**src/design/pap_defines.vh**
```
/*
 * Constants for the peripheral auto-powerdown controller: APB register
 * offsets, field positions, reset values and timer counts.
 * Assumes a 100 MHz clock; included from pap_ctrl.v and from the testbench.
 */
// Notes on behaviour
// - floppy auto powerdown only while auto config bit 0 is set.
// - floppy sleeps only with motors off, status 80H, interrupt low.
// - floppy entry also needs head unload expired and 10 ms timer done.
// - timer starts when enabled; powerdown when all conditions hold.
// - clearing the floppy enable cancels timer and blocks auto powerdown.
// - rate-select powerdown overrides auto; auto applies again after it.
// - reset wakes via reset sequence; register access wakes state intact.
// - wake on motor bit write, main status read, data port access.
// - other output/rate writes never wake; output register read never.
// - after any wake the 10 ms timer restarts.
// - non-waking accesses during powerdown complete, part stays asleep.
// - bus inputs stay live; interrupt and DMA request keep their state.
// - motor, select, write data, gate tristated; others stay driven (code tristates them in auto powerdown only, not rate-select or direct).
// - serial auto powerdown only while config bit 4 or 5 is set.
// - transmitter sleeps when holding buffer and shift register empty.
// - receiver sleeps when receive FIFO empty and awaiting start bit.
// - ring indicate change still reported while a port sleeps.
// - tx wakes on buffer write; rx wakes on receive input change.
// - parallel auto powerdown only while config bit 3 is set.
// - EPP sleeps if not enabled, or ECP mode without EPP selected.
// - ECP sleeps if not enabled, or mode register picks SPP/PS2/EPP.
// - parallel powerdown re-evaluated whenever a mode changes.
`ifndef PAP_DEFINES_VH
`define PAP_DEFINES_VH

// apb byte offsets
`define PAP_OFF_AUTO      8'h00
`define PAP_OFF_DIRECT    8'h04
`define PAP_OFF_STATUS    8'h08

// configuration bit positions (same in both config registers)
`define PAP_BIT_FDC       0
`define PAP_BIT_PAR       3
`define PAP_BIT_UART0     4
`define PAP_BIT_UART1     5
`define PAP_CFG_RESET     8'h00

// floppy register offsets seen on the host bus
`define PAP_FA_DOR        3'h2
`define PAP_FA_MSR_DSR    3'h4
`define PAP_FA_DATA       3'h5
`define PAP_MSR_IDLE      8'h80
`define PAP_DOR_NRST_BIT  2
`define PAP_DSR_RST_BIT   7

// extended control register modes
`define PAP_ECR_SPP       3'h0
`define PAP_ECR_PS2       3'h1
`define PAP_ECR_EPP       3'h4

// auto powerdown timer
`define PAP_APD_TIME_MS   10
`define PAP_CLK_MHZ       100
`define PAP_APD_CYCLES    (`PAP_APD_TIME_MS * `PAP_CLK_MHZ * 1000)
`define PAP_TMR_W         20

`endif

```
**src/design/pap_ctrl.v**
```verilog
/*
 * Auto and direct powerdown control for the floppy controller, two
 * serial ports and the parallel port, with an APB register slave.
 * Assumes host-bus access strobes and core idle flags arrive on pclk;
 * reset, serial receive and ring indicate pins are asynchronous.
 */
`timescale 1ns/100ps
`default_nettype none
`include "pap_defines.vh"

module pap_ctrl #(
	parameter APD_CYCLES = `PAP_APD_CYCLES
) (
	// apb
	input  wire        pclk,
	input  wire        presetn,
	input  wire        psel,
	input  wire        penable,
	input  wire        pwrite,
	input  wire [7:0]  paddr,
	input  wire [31:0] pwdata,
	output reg         pready,
	output reg         pslverr,
	output reg  [31:0] prdata,
	// floppy register accesses seen on the host bus
	input  wire        host_rd_stb,
	input  wire        host_wr_stb,
	input  wire [2:0]  host_addr,
	input  wire [7:0]  host_wdata,
	// asynchronous pins
	input  wire        bus_reset_in,
	input  wire [1:0]  serial_rx_input,
	input  wire [1:0]  ring_indicate,
	// floppy core state
	input  wire [3:0]  core_motor_en,
	input  wire [7:0]  core_msr,
	input  wire        core_int,
	input  wire        core_drq,
	input  wire        head_unload_expired,
	input  wire        dsr_powerdown,
	// floppy core drive-side signals
	input  wire [1:0]  core_motor_n,
	input  wire [1:0]  core_select_n,
	input  wire        core_wdata_n,
	input  wire        core_wgate_n,
	input  wire        core_dir_n,
	input  wire        core_step_n,
	input  wire        core_head_n,
	input  wire [1:0]  core_density,
	// serial core state
	input  wire [1:0]  tx_write_stb,
	input  wire [1:0]  tx_hold_empty,
	input  wire [1:0]  tx_shift_empty,
	input  wire [1:0]  rx_fifo_empty,
	input  wire [1:0]  rx_idle,
	// parallel port configuration
	input  wire        epp_enabled,
	input  wire        ecp_enabled,
	input  wire [2:0]  ecr_mode,
	// floppy powerdown and wake
	output reg         fdc_powerdown,
	output reg         fdc_wake_resume,
	output reg         fdc_wake_reset,
	output reg         irq_out,
	output reg         drq_out,
	// drive pins
	output reg  [1:0]  motor_on_out_n,
	output reg  [1:0]  motor_on_oe,
	output reg  [1:0]  drive_select_out_n,
	output reg  [1:0]  drive_select_oe,
	output reg         write_stream_out_n,
	output reg         write_stream_oe,
	output reg         write_gate_out_n,
	output reg         write_gate_oe,
	output reg         step_direction_out_n,
	output reg         step_pulse_out_n,
	output reg         head_side_out_n,
	output reg  [1:0]  density_out,
	// serial and parallel powerdown
	output reg  [1:0]  uart_tx_pd,
	output reg  [1:0]  uart_rx_pd,
	output reg  [1:0]  ri_event,
	output reg         epp_pd,
	output reg         ecp_pd
);

	localparam integer          TMR_LAST_I = APD_CYCLES - 1;
	localparam [`PAP_TMR_W-1:0] TMR_LAST   = TMR_LAST_I[`PAP_TMR_W-1:0];

	reg  [7:0]             auto_cfg;
	reg  [7:0]             direct_cfg;
	reg  [`PAP_TMR_W-1:0]  tmr;
	reg                    tmr_done;
	reg                    fdc_auto_pd;
	reg                    dsr_pd_d;
	reg  [4:0]             sync1;
	reg  [4:0]             sync2;
	reg  [4:0]             sync3;
	reg  [4:0]             pin_level;
	wire [4:0]             pin_agree;
	wire [4:0]             pin_change;
	wire                   apb_done;
	wire                   apb_wr;
	wire                   fdc_en;
	wire                   fdc_direct;
	wire                   hw_reset_rise;
	wire                   sw_reset;
	wire                   reg_wake;
	wire                   wake_any;
	wire                   fdc_idle;
	wire                   fdc_pd_next;
	wire [1:0]             uart_en;
	wire [1:0]             uart_direct;
	wire                   par_en;
	wire                   par_direct;
	wire                   ecp_mode;
	wire                   next_epp_pd;
	wire                   next_ecp_pd;

	// apb slave: one access cycle, no wait states
	assign apb_done = psel & penable & pready;
	assign apb_wr   = apb_done & pwrite;

	always @(posedge pclk or negedge presetn)
	begin
		if (!presetn)
		begin
			pready     <= 1'b0;
			pslverr    <= 1'b0;
			prdata     <= 32'h00000000;
			auto_cfg   <= `PAP_CFG_RESET;
			direct_cfg <= `PAP_CFG_RESET;
		end
		else
		begin
			pready <= psel & ~penable & ~pready;
			// error flag stands only beside pready
			pslverr <= 1'b0;
			if (psel & ~penable)
			begin
				pslverr <= 1'b0;
				prdata  <= 32'h00000000;
				case (paddr)
					`PAP_OFF_AUTO:   prdata[7:0] <= auto_cfg;
					`PAP_OFF_DIRECT: prdata[7:0] <= direct_cfg;
					`PAP_OFF_STATUS:
						prdata[8:0] <= {tmr_done, ecp_pd, epp_pd,
						                uart_rx_pd, uart_tx_pd,
						                fdc_auto_pd, fdc_powerdown};
					default:         pslverr <= 1'b1;
				endcase
			end
			if (apb_wr && paddr == `PAP_OFF_AUTO)
				auto_cfg <= pwdata[7:0];
			if (apb_wr && paddr == `PAP_OFF_DIRECT)
				direct_cfg <= pwdata[7:0];
		end
	end

	// pins: three stages, a change counts once stages two and three agree
	assign pin_agree  = ~(sync2 ^ sync3);
	assign pin_change = pin_agree & (sync3 ^ pin_level);

	always @(posedge pclk or negedge presetn)
	begin
		if (!presetn)
		begin
			sync1     <= 5'h00;
			sync2     <= 5'h00;
			sync3     <= 5'h00;
			pin_level <= 5'h00;
		end
		else
		begin
			sync1     <= {bus_reset_in, ring_indicate, serial_rx_input};
			sync2     <= sync1;
			sync3     <= sync2;
			pin_level <= (pin_level & ~pin_agree) | (sync3 & pin_agree);
		end
	end

	// floppy wake decode
	assign fdc_en        = auto_cfg[`PAP_BIT_FDC];
	assign fdc_direct    = direct_cfg[`PAP_BIT_FDC];
	assign hw_reset_rise = pin_change[4] & sync3[4];
	assign sw_reset = host_wr_stb &
		((host_addr == `PAP_FA_DOR &&
		  !host_wdata[`PAP_DOR_NRST_BIT]) ||
		 (host_addr == `PAP_FA_MSR_DSR &&
		  host_wdata[`PAP_DSR_RST_BIT]));
	assign reg_wake =
		(host_wr_stb && host_addr == `PAP_FA_DOR &&
		 host_wdata[7:4] != 4'h0) ||
		(host_rd_stb && host_addr == `PAP_FA_MSR_DSR) ||
		((host_rd_stb | host_wr_stb) &&
		 host_addr == `PAP_FA_DATA);
	assign wake_any = hw_reset_rise | sw_reset | reg_wake;

	assign fdc_idle = core_motor_en == 4'h0 &&
		core_msr == `PAP_MSR_IDLE &&
		!core_int;
	assign fdc_pd_next = fdc_en & ~wake_any & ~dsr_powerdown &
		(fdc_auto_pd | (fdc_idle & head_unload_expired &
		 tmr_done));

	// floppy timer and auto powerdown state
	always @(posedge pclk or negedge presetn)
	begin
		if (!presetn)
		begin
			tmr             <= {`PAP_TMR_W{1'b0}};
			tmr_done        <= 1'b0;
			fdc_auto_pd     <= 1'b0;
			dsr_pd_d        <= 1'b0;
			fdc_powerdown   <= 1'b0;
			fdc_wake_resume <= 1'b0;
			fdc_wake_reset  <= 1'b0;
		end
		else
		begin
			dsr_pd_d <= dsr_powerdown;
			if (!fdc_en || wake_any || dsr_powerdown || dsr_pd_d)
			begin
				tmr      <= {`PAP_TMR_W{1'b0}};
				tmr_done <= 1'b0;
			end
			else if (!tmr_done)
			begin
				tmr      <= tmr + 1'b1;
				tmr_done <= tmr == TMR_LAST;
			end
			fdc_auto_pd     <= fdc_pd_next;
			fdc_powerdown   <= fdc_pd_next | dsr_powerdown | fdc_direct;
			fdc_wake_resume <= fdc_auto_pd & reg_wake &
				~hw_reset_rise & ~sw_reset;
			fdc_wake_reset  <= fdc_auto_pd &
				(hw_reset_rise | sw_reset);
		end
	end

	// drive and system pins
	always @(posedge pclk or negedge presetn)
	begin
		if (!presetn)
		begin
			irq_out              <= 1'b0;
			drq_out              <= 1'b0;
			motor_on_out_n       <= 2'h3;
			motor_on_oe          <= 2'h0;
			drive_select_out_n   <= 2'h3;
			drive_select_oe      <= 2'h0;
			write_stream_out_n   <= 1'b1;
			write_stream_oe      <= 1'b0;
			write_gate_out_n     <= 1'b1;
			write_gate_oe        <= 1'b0;
			step_direction_out_n <= 1'b1;
			step_pulse_out_n     <= 1'b1;
			head_side_out_n      <= 1'b1;
			density_out          <= 2'h0;
		end
		else
		begin
			irq_out              <= core_int;
			drq_out              <= core_drq;
			motor_on_out_n       <= core_motor_n;
			drive_select_out_n   <= core_select_n;
			write_stream_out_n   <= core_wdata_n;
			write_gate_out_n     <= core_wgate_n;
			motor_on_oe          <= {2{~fdc_pd_next}};
			drive_select_oe      <= {2{~fdc_pd_next}};
			write_stream_oe      <= ~fdc_pd_next;
			write_gate_oe        <= ~fdc_pd_next;
			step_direction_out_n <= core_dir_n;
			step_pulse_out_n     <= core_step_n;
			head_side_out_n      <= core_head_n;
			density_out          <= core_density;
		end
	end

	// serial ports
	assign uart_en     = {auto_cfg[`PAP_BIT_UART1],
	                      auto_cfg[`PAP_BIT_UART0]};
	assign uart_direct = {direct_cfg[`PAP_BIT_UART1],
	                      direct_cfg[`PAP_BIT_UART0]};

	always @(posedge pclk or negedge presetn)
	begin
		if (!presetn)
		begin
			uart_tx_pd <= 2'h0;
			uart_rx_pd <= 2'h0;
			ri_event   <= 2'h0;
		end
		else
		begin
			uart_tx_pd <= uart_direct | (uart_en & ~tx_write_stb &
				(uart_tx_pd | (tx_hold_empty & tx_shift_empty)));
			uart_rx_pd <= uart_direct | (uart_en & ~pin_change[1:0] &
				(uart_rx_pd | (rx_fifo_empty & rx_idle)));
			ri_event   <= pin_change[3:2];
		end
	end

	// parallel port
	assign par_en      = auto_cfg[`PAP_BIT_PAR];
	assign par_direct  = direct_cfg[`PAP_BIT_PAR];
	assign ecp_mode    = ecp_enabled;
	assign next_epp_pd = par_direct | (par_en & (~epp_enabled |
		(ecp_mode & ecr_mode != `PAP_ECR_EPP)));
	assign next_ecp_pd = par_direct | (par_en & (~ecp_enabled |
		ecr_mode == `PAP_ECR_SPP || ecr_mode == `PAP_ECR_PS2 ||
		ecr_mode == `PAP_ECR_EPP));

	always @(posedge pclk or negedge presetn)
	begin
		if (!presetn)
		begin
			epp_pd <= 1'b0;
			ecp_pd <= 1'b0;
		end
		else
		begin
			epp_pd <= next_epp_pd;
			ecp_pd <= next_ecp_pd & (par_en | par_direct);
		end
	end

endmodule
`default_nettype wire

```
**config.mk**
```make
export PLATFORM = sky130hd
export DESIGN_NAME = pap_ctrl
export DESIGN_NICKNAME = d
export VERILOG_FILES = /design/src/design/pap_ctrl.v
export VERILOG_INCLUDE_DIRS = /design/src /design/src/design
export SDC_FILE = /design/constraint.sdc
export NUM_CORES = 1
export LEC_CHECK = 0
export BUFFER_PORTS_ARGS = -buffer_cell sky130_fd_sc_hd__buf_4
export CORE_ASPECT_RATIO = 1.25
export CORE_MARGIN = 3
export CORE_UTILIZATION = 50
export CTS_BUF_LIST = sky130_fd_sc_hd__clkbuf_8
export CTS_CLUSTER_DIAMETER = 30
export DETAILED_ROUTE_END_ITERATION = 10
export PLACE_DENSITY = 0.79
export SETUP_SLACK_MARGIN = 0.1
export SYNTH_ARGS = -nofsm -noshare
export SYNTH_HDL_FRONTEND = slang
export SYNTH_SLANG_ARGS = --single-unit
```
**constraint.sdc**
```tcl
create_clock -name pclk -period 2.6 [get_ports pclk]
set_input_delay 0.26 -clock pclk [delete_from_list [all_inputs] [get_ports pclk]]
set_output_delay 0.26 -clock pclk [all_outputs]
set_load 0.05 [all_outputs]
```
# --- Yosys cells after proc, flatten, opt, wreduce, memory -nomap -nowiden ---
# Index checks and enable logic that the tools add are counted.
word_totals:
  latchBits: 0
  romBits: 0
  reg_bits: 96
  wordCells: 139
  ram_bits: 0
  memories: 0
  output_inout_bits: 64
  inputBits: 105
op_classes:
  n_reduce_logical: 26
  multipliers: 0
  add_sub_neg: 1
  n_eq_ne: 11
  bitwise_logic: 60
  n_shift: 0
  magnitude_cmp: 0
  n_div: 0
  n_mux: 8
op_table:
  columns: ["cell", "n"]
  rows:
  - ["$mux 20", 2]
  - ["$pmux 8 s3", 1]
  - ["$add 20x1->20 const B", 1]
  - ["$and 1x1->1", 20]
  - ["$eq 20x20->1 const B", 1]
  - ["$and 5x5->5", 3]
  - ["$and 2x2->2", 6]
  - ["$or 1x1->1", 11]
  - ["$logic_and 1x1->1", 10]
  - ["$not 5->5", 2]
  - ["$xor 5x5->5", 2]
  - ["$eq 3x3->1 const B", 3]
  - ["$not 1->1", 9]
  - ["$eq 8x3->1 const B", 1]
  - ["$eq 8x4->1 const B", 1]
  - ["$eq 8x8->1 const B", 1]
  - ["$logic_not 8->1", 1]
  - ["$logic_or 1x1->1", 8]
  - ["$or 2x2->2", 4]
  - ["$mux 1", 5]
  - ["$or 5x5->5", 1]
  - ["$logic_not 4->1", 1]
  - ["$not 2->2", 2]
  - ["$reduce_bool 4->1", 1]
  - ["7 further kinds", 9]

# --- Depth between registers and ports, before layout ---
depth:
  depth_word: 12
  ltp_mapped: 6

# --- Least setup slack after synthesis ---
# No wires, ideal clock.
synth_timing:
  kind: "register to register"
  startpoint: "register tmr[0]"
  endpoint: "register tmr[18]"
  period_less_slack_ns: 2.005
  arrival_ns: 1.927
  stages_incl_launch_ff: 7
  required_time_ns: 2.522
  setup_slack_ns: 0.595
  cell_sequence: "dfrtp_1 > ha_1 > clkinvlp_2 > or4_1 > buf_2 > or4_1 > a21oi_1"
synth_between:
  elab_chain_len: 3
synth_lines:
  columns: ["element", "line_no", "rtl"]
  rows:
  - ["from (decl)", "pap_ctrl.v:92", "reg [`PAP_TMR_W-1:0] tmr;"]
  - ["from (signal assigned)", "pap_ctrl.v:211", "tmr <= {`PAP_TMR_W{1'b0}};"]
  - ["from (signal assigned)", "pap_ctrl.v:224", "tmr <= {`PAP_TMR_W{1'b0}};"]
  - ["from (signal assigned)", "pap_ctrl.v:229", "tmr <= tmr + 1'b1;"]
  - ["$add 20x1->20", "pap_ctrl.v:229", null]
  - ["$mux 20", "pap_ctrl.v:227", "else if (!tmr_done)"]
  - ["$mux 20", "pap_ctrl.v:222", "if (!fdc_en || wake_any || dsr_powerdown || dsr_pd_d)"]
# Every way passes these cells. The select of a mux whose other input is x is not followed.
# A chain may end at the register's enable or synchronous reset.

# --- Worst setup path after layout ---
# Ends and elaborated chain as after synthesis.

==> results by group <==
Setup path
  – Critical path class: flop to flop
  – Cell repeated most along the worst path: or4_1
  – Critical path data arrival time: roughly 2.5 ns
  – Startpoint types: flop
  – Worst-path fanout max: 9
  – Worst path bufs/invs: 1
  – Slowest cell delay on critical path: ~0.67 ns
  – CP delay by family, top: simple AND/OR/NAND/NOR gates
  – Element type at the critical path end: flop
  – FF-to-FF setup slack: around 0.4 ns
  – Req. time, crit path: roughly 2.9 ns
  – Cell Chain, Critical Path: ha_1, clkinvlp_2, or4_1, or4_1, a21oi_1
  – Slowest-stage cell, CP: or4_1

Logic synthesis
  – Register area share after synthesis: roughly three fifths
  – Synthesized instance count: between 300 and 400
  – Synth async-reset ratio: between 90% and 100%
  – Top cell type's share of synthesized area: a little over half
  – #FFs+latches synth: 95
  – Most frequent cell after synthesis: dfrtp_1
  – Post-synth top cells: dfrtp_1, buf_4, nand2_1, nor2_1, o21ai_0
  – Syn avg cell area: between 10 and 15 sq um
  – Area leader, netlist: dfrtp_1
  – Most used DFF post-synth: dfrtp_1
  – Ys Warns: 0
  – Netlist cell types: 51
  – Top cells by area, synth: dfrtp_1, dfstp_2, buf_4
  – EDFF count, synth: 0
  – Mapped Area: about 0.004 sq mm

Floorplanning
  – Initial Util: 51.8%
  – Die area: about 0.0092 sq mm
  – Die height: between 100 and 150 um
  – Core ar.: ~0.008 sq mm
  – IO Count: around 170
  – DIE WIDTH: ~87 um
  – Num rows: 36

Route
  – Drc violations: 0
  – Total Wirelength: about 9 mm
  – Drt via density: between 5 and 6
  – Initial drt markers: around 110
  – Drt first pass iters: 4
  – Wirelength per Cell: ~15 um
  – Via count: approximately 3,000
  – Antenna Nets Post-Route: 0

Finish
  – Final Util: between 60% and 70%
  – N_diodes: 0
  – Nets: 585
  – Post-route cell area: around 0.0054 sq mm
  – Area of the multi-input gates: ~0.0015 sq mm
  – Layout cells sized above 1: roughly a third
  – Fill cells: between 500 and 600
  – Register area: between 0.002 and 0.0025 sq mm
  – Non-filler instance count after layout: 579
  – Layout area overhead: 31.8%

Clock tree
  – Max Buffers Root-to-Sink: 2
  – CTS root buf: clkbuf_8
  – TritonCTS clock tree: yes
  – # resized after CTS: 0
  – CTS buffer count: 9
  – Worst-Skew Late Latency: between 0.3 and 0.4 ns
  – Clock transition at the registers of the reported paths: approximately 0.090 ns
  – Post-CTS Setup Repair Bufs: 0
  – Post-CTS Hold Buffers: 20
  – CTS H-tree lvls: 3
  – CTS Sinks: 95

Timing
  – Slew Viols, Final: 0
  – Unrepaired setup endpoints after global routing: no
  – Crit path time final: approximately 2.2 ns
  – TNS Setup: 0 ns
  – Worst slew pin tran: around 0.70 ns
  – Final period utilization: around 84%
  – Post-Route Skew: ~0.008 ns
  – Final setup margin: 0.412 ns
  – Setup Viol. Count Final: 0
  – Hold slack: 0.114 ns
  – Final hold vios: 0
  – Slew headroom: between 50% and 60%
  – FMAX: approximately 0.46 GHz

Flow run
  – MaxCap Viol Count: 0

Placed design
  – Placed Cells: between 500 and 600
  – Post-placement cell area: about 0.0049 sq mm
  – Dpl hpwl: between 6 and 7 mm
  – GP Congestion: 0.777
  – I/O Buffers: about 120
  – Post-placement setup slack: between 0.4 and 0.5 ns

Pwr
  – Pleak: between 2 and 3 nW
  – PD cells: 557 mW/mm^2
  – Pwr Total: between 2 and 3 mW
  – Maximum VDD drop: 0.498 mV

Worst hold path
  – Worst Hold Class: input port to flop

GRT
  – Gr usage total: 20.1%
  – Vias in the first global route: 3,057
  – First-pass GRT wire length: ~14 mm
  – Largest net degree at the start of global routing: 52
  – Grt total ovfl: 0
  – Antenna violations before repair: 0

Outcome
  – Status: complete, no violations
[where the power goes]
group	switching (mW)	internal, mW	total, mW
combinational	0.224	0.139	0.362
sequential	0.0196	1.52	1.54
clock	0.510	0.572	1.08
[worst reg2reg max path, delay by kind of cell, from the launching register on]
kind,cells,cell delay [ns]
fa+ha+maj,1,0.24
simple gates,2,1.19
flops,1,0.41
compound gates,1,0.15
buf+inv,1,0.12
[routing by layer]
layer	global-route usage [%]	up-vias	share of wire, %
met5	0	-	0
met4	5.68	0	1.3
met3	5.92	10	5.7
met2	35.0	82	55
met1	23.9	1523	38
li1	-	1433	-
[final timing paths]
path	start	to	depth (start not counted)
hold / removal	pwdata[4]	auto_cfg[4]$_DFFE_PN0P_	2
setup / recovery	tmr[0]$_DFFE_PN0P_	tmr[18]$_DFFE_PN0P_	5
hold reg to reg	sync1[2]$_DFF_PN0_	sync2[2]$_DFF_PN0_	0
setup reg to reg	tmr[0]$_DFFE_PN0P_	tmr[18]$_DFFE_PN0P_	5
min in group asynchronous	presetn	sync3[1]$_DFF_PN0_	2
max in group asynchronous	presetn	write_gate_out_n$_DFF_PN1_	3
[final cells by class]
class / instances / area share (%)
clock buffer: 10 / 2.57
clock inverter: 6 / 1.73
inverter: 9 / 0.655
multi-input combinational: 224 / 27.4
sequential: 95 / 44.6
tap: 95 / 2.22
timing repair buffer: 140 / 20.8
[logic make-up after synthesis]
group                    count (synthesis)  synth area share [%]
AND/OR/NAND/NOR                        101                  14.3
flip-flops                              95                  58.8
AO/OA/AOI/OAI                           59                  9.36
buffers and inverters                   46                  7.14
multiplexers                            25                  6.65
XOR/XNOR                                10                  2.16
adder cells (fa/ha/maj)                  6                  1.54
other                                    1                0.0923
[cell usage in the layout (no fill, tap or decap), types with 2 or more instances in the layout]
| cell | netlist | routed |
|---|---|---|
| nor3_1 | 2 | 2 |
| bufinv_16 | 0 | 2 |
| nand4b_1 | 3 | 3 |
| o21ai_0 | 16 | 16 |
| clkbuf_8 | 0 | 10 |
| mux2_1 | 8 | 8 |
| clkinvlp_4 | 0 | 2 |
| nand2_1 | 25 | 25 |
| xnor2_1 | 6 | 6 |
| o21bai_1 | 2 | 2 |
| xor2_1 | 4 | 4 |
| mux2_2 | 8 | 8 |
| conb_1 | 1 | 23 |
| nor4_1 | 5 | 5 |
| nand3_1 | 3 | 3 |
| buf_4 | 28 | 119 |
| dlygate4sd3_1 | 0 | 20 |
| a31oi_1 | 3 | 3 |
| and3b_1 | 2 | 2 |
| a31o_2 | 2 | 2 |
| maj3_1 | 5 | 5 |
| nand2b_1 | 4 | 4 |
| a21o_1 | 3 | 3 |
| or3_1 | 8 | 8 |
| o31ai_1 | 6 | 6 |
| or4_1 | 7 | 7 |
| inv_1 | 8 | 8 |
| a22o_1 | 8 | 8 |
| nand4_1 | 4 | 4 |
| nor3b_1 | 2 | 2 |
| nor2_1 | 20 | 20 |
| a21oi_1 | 15 | 15 |
| dfstp_2 | 9 | 9 |
| dfrtp_1 | 86 | 86 |
| mux2i_1 | 9 | 9 |
| nand3b_1 | 2 | 2 |
| nor2b_1 | 5 | 5 |
[sequential cells by signal (all words and copies together) (netlist names), 2 cells and up, named ones only]
name,flops
auto_cfg,8
density_out,2
direct_cfg,8
drive_select_out_n,2
motor_on_out_n,2
prdata,9
ri_event,2
sync1,5
sync2,5
sync3,5
tmr,20
uart_rx_pd,2
uart_tx_pd,2
Power figures use the tool's default switching activity.
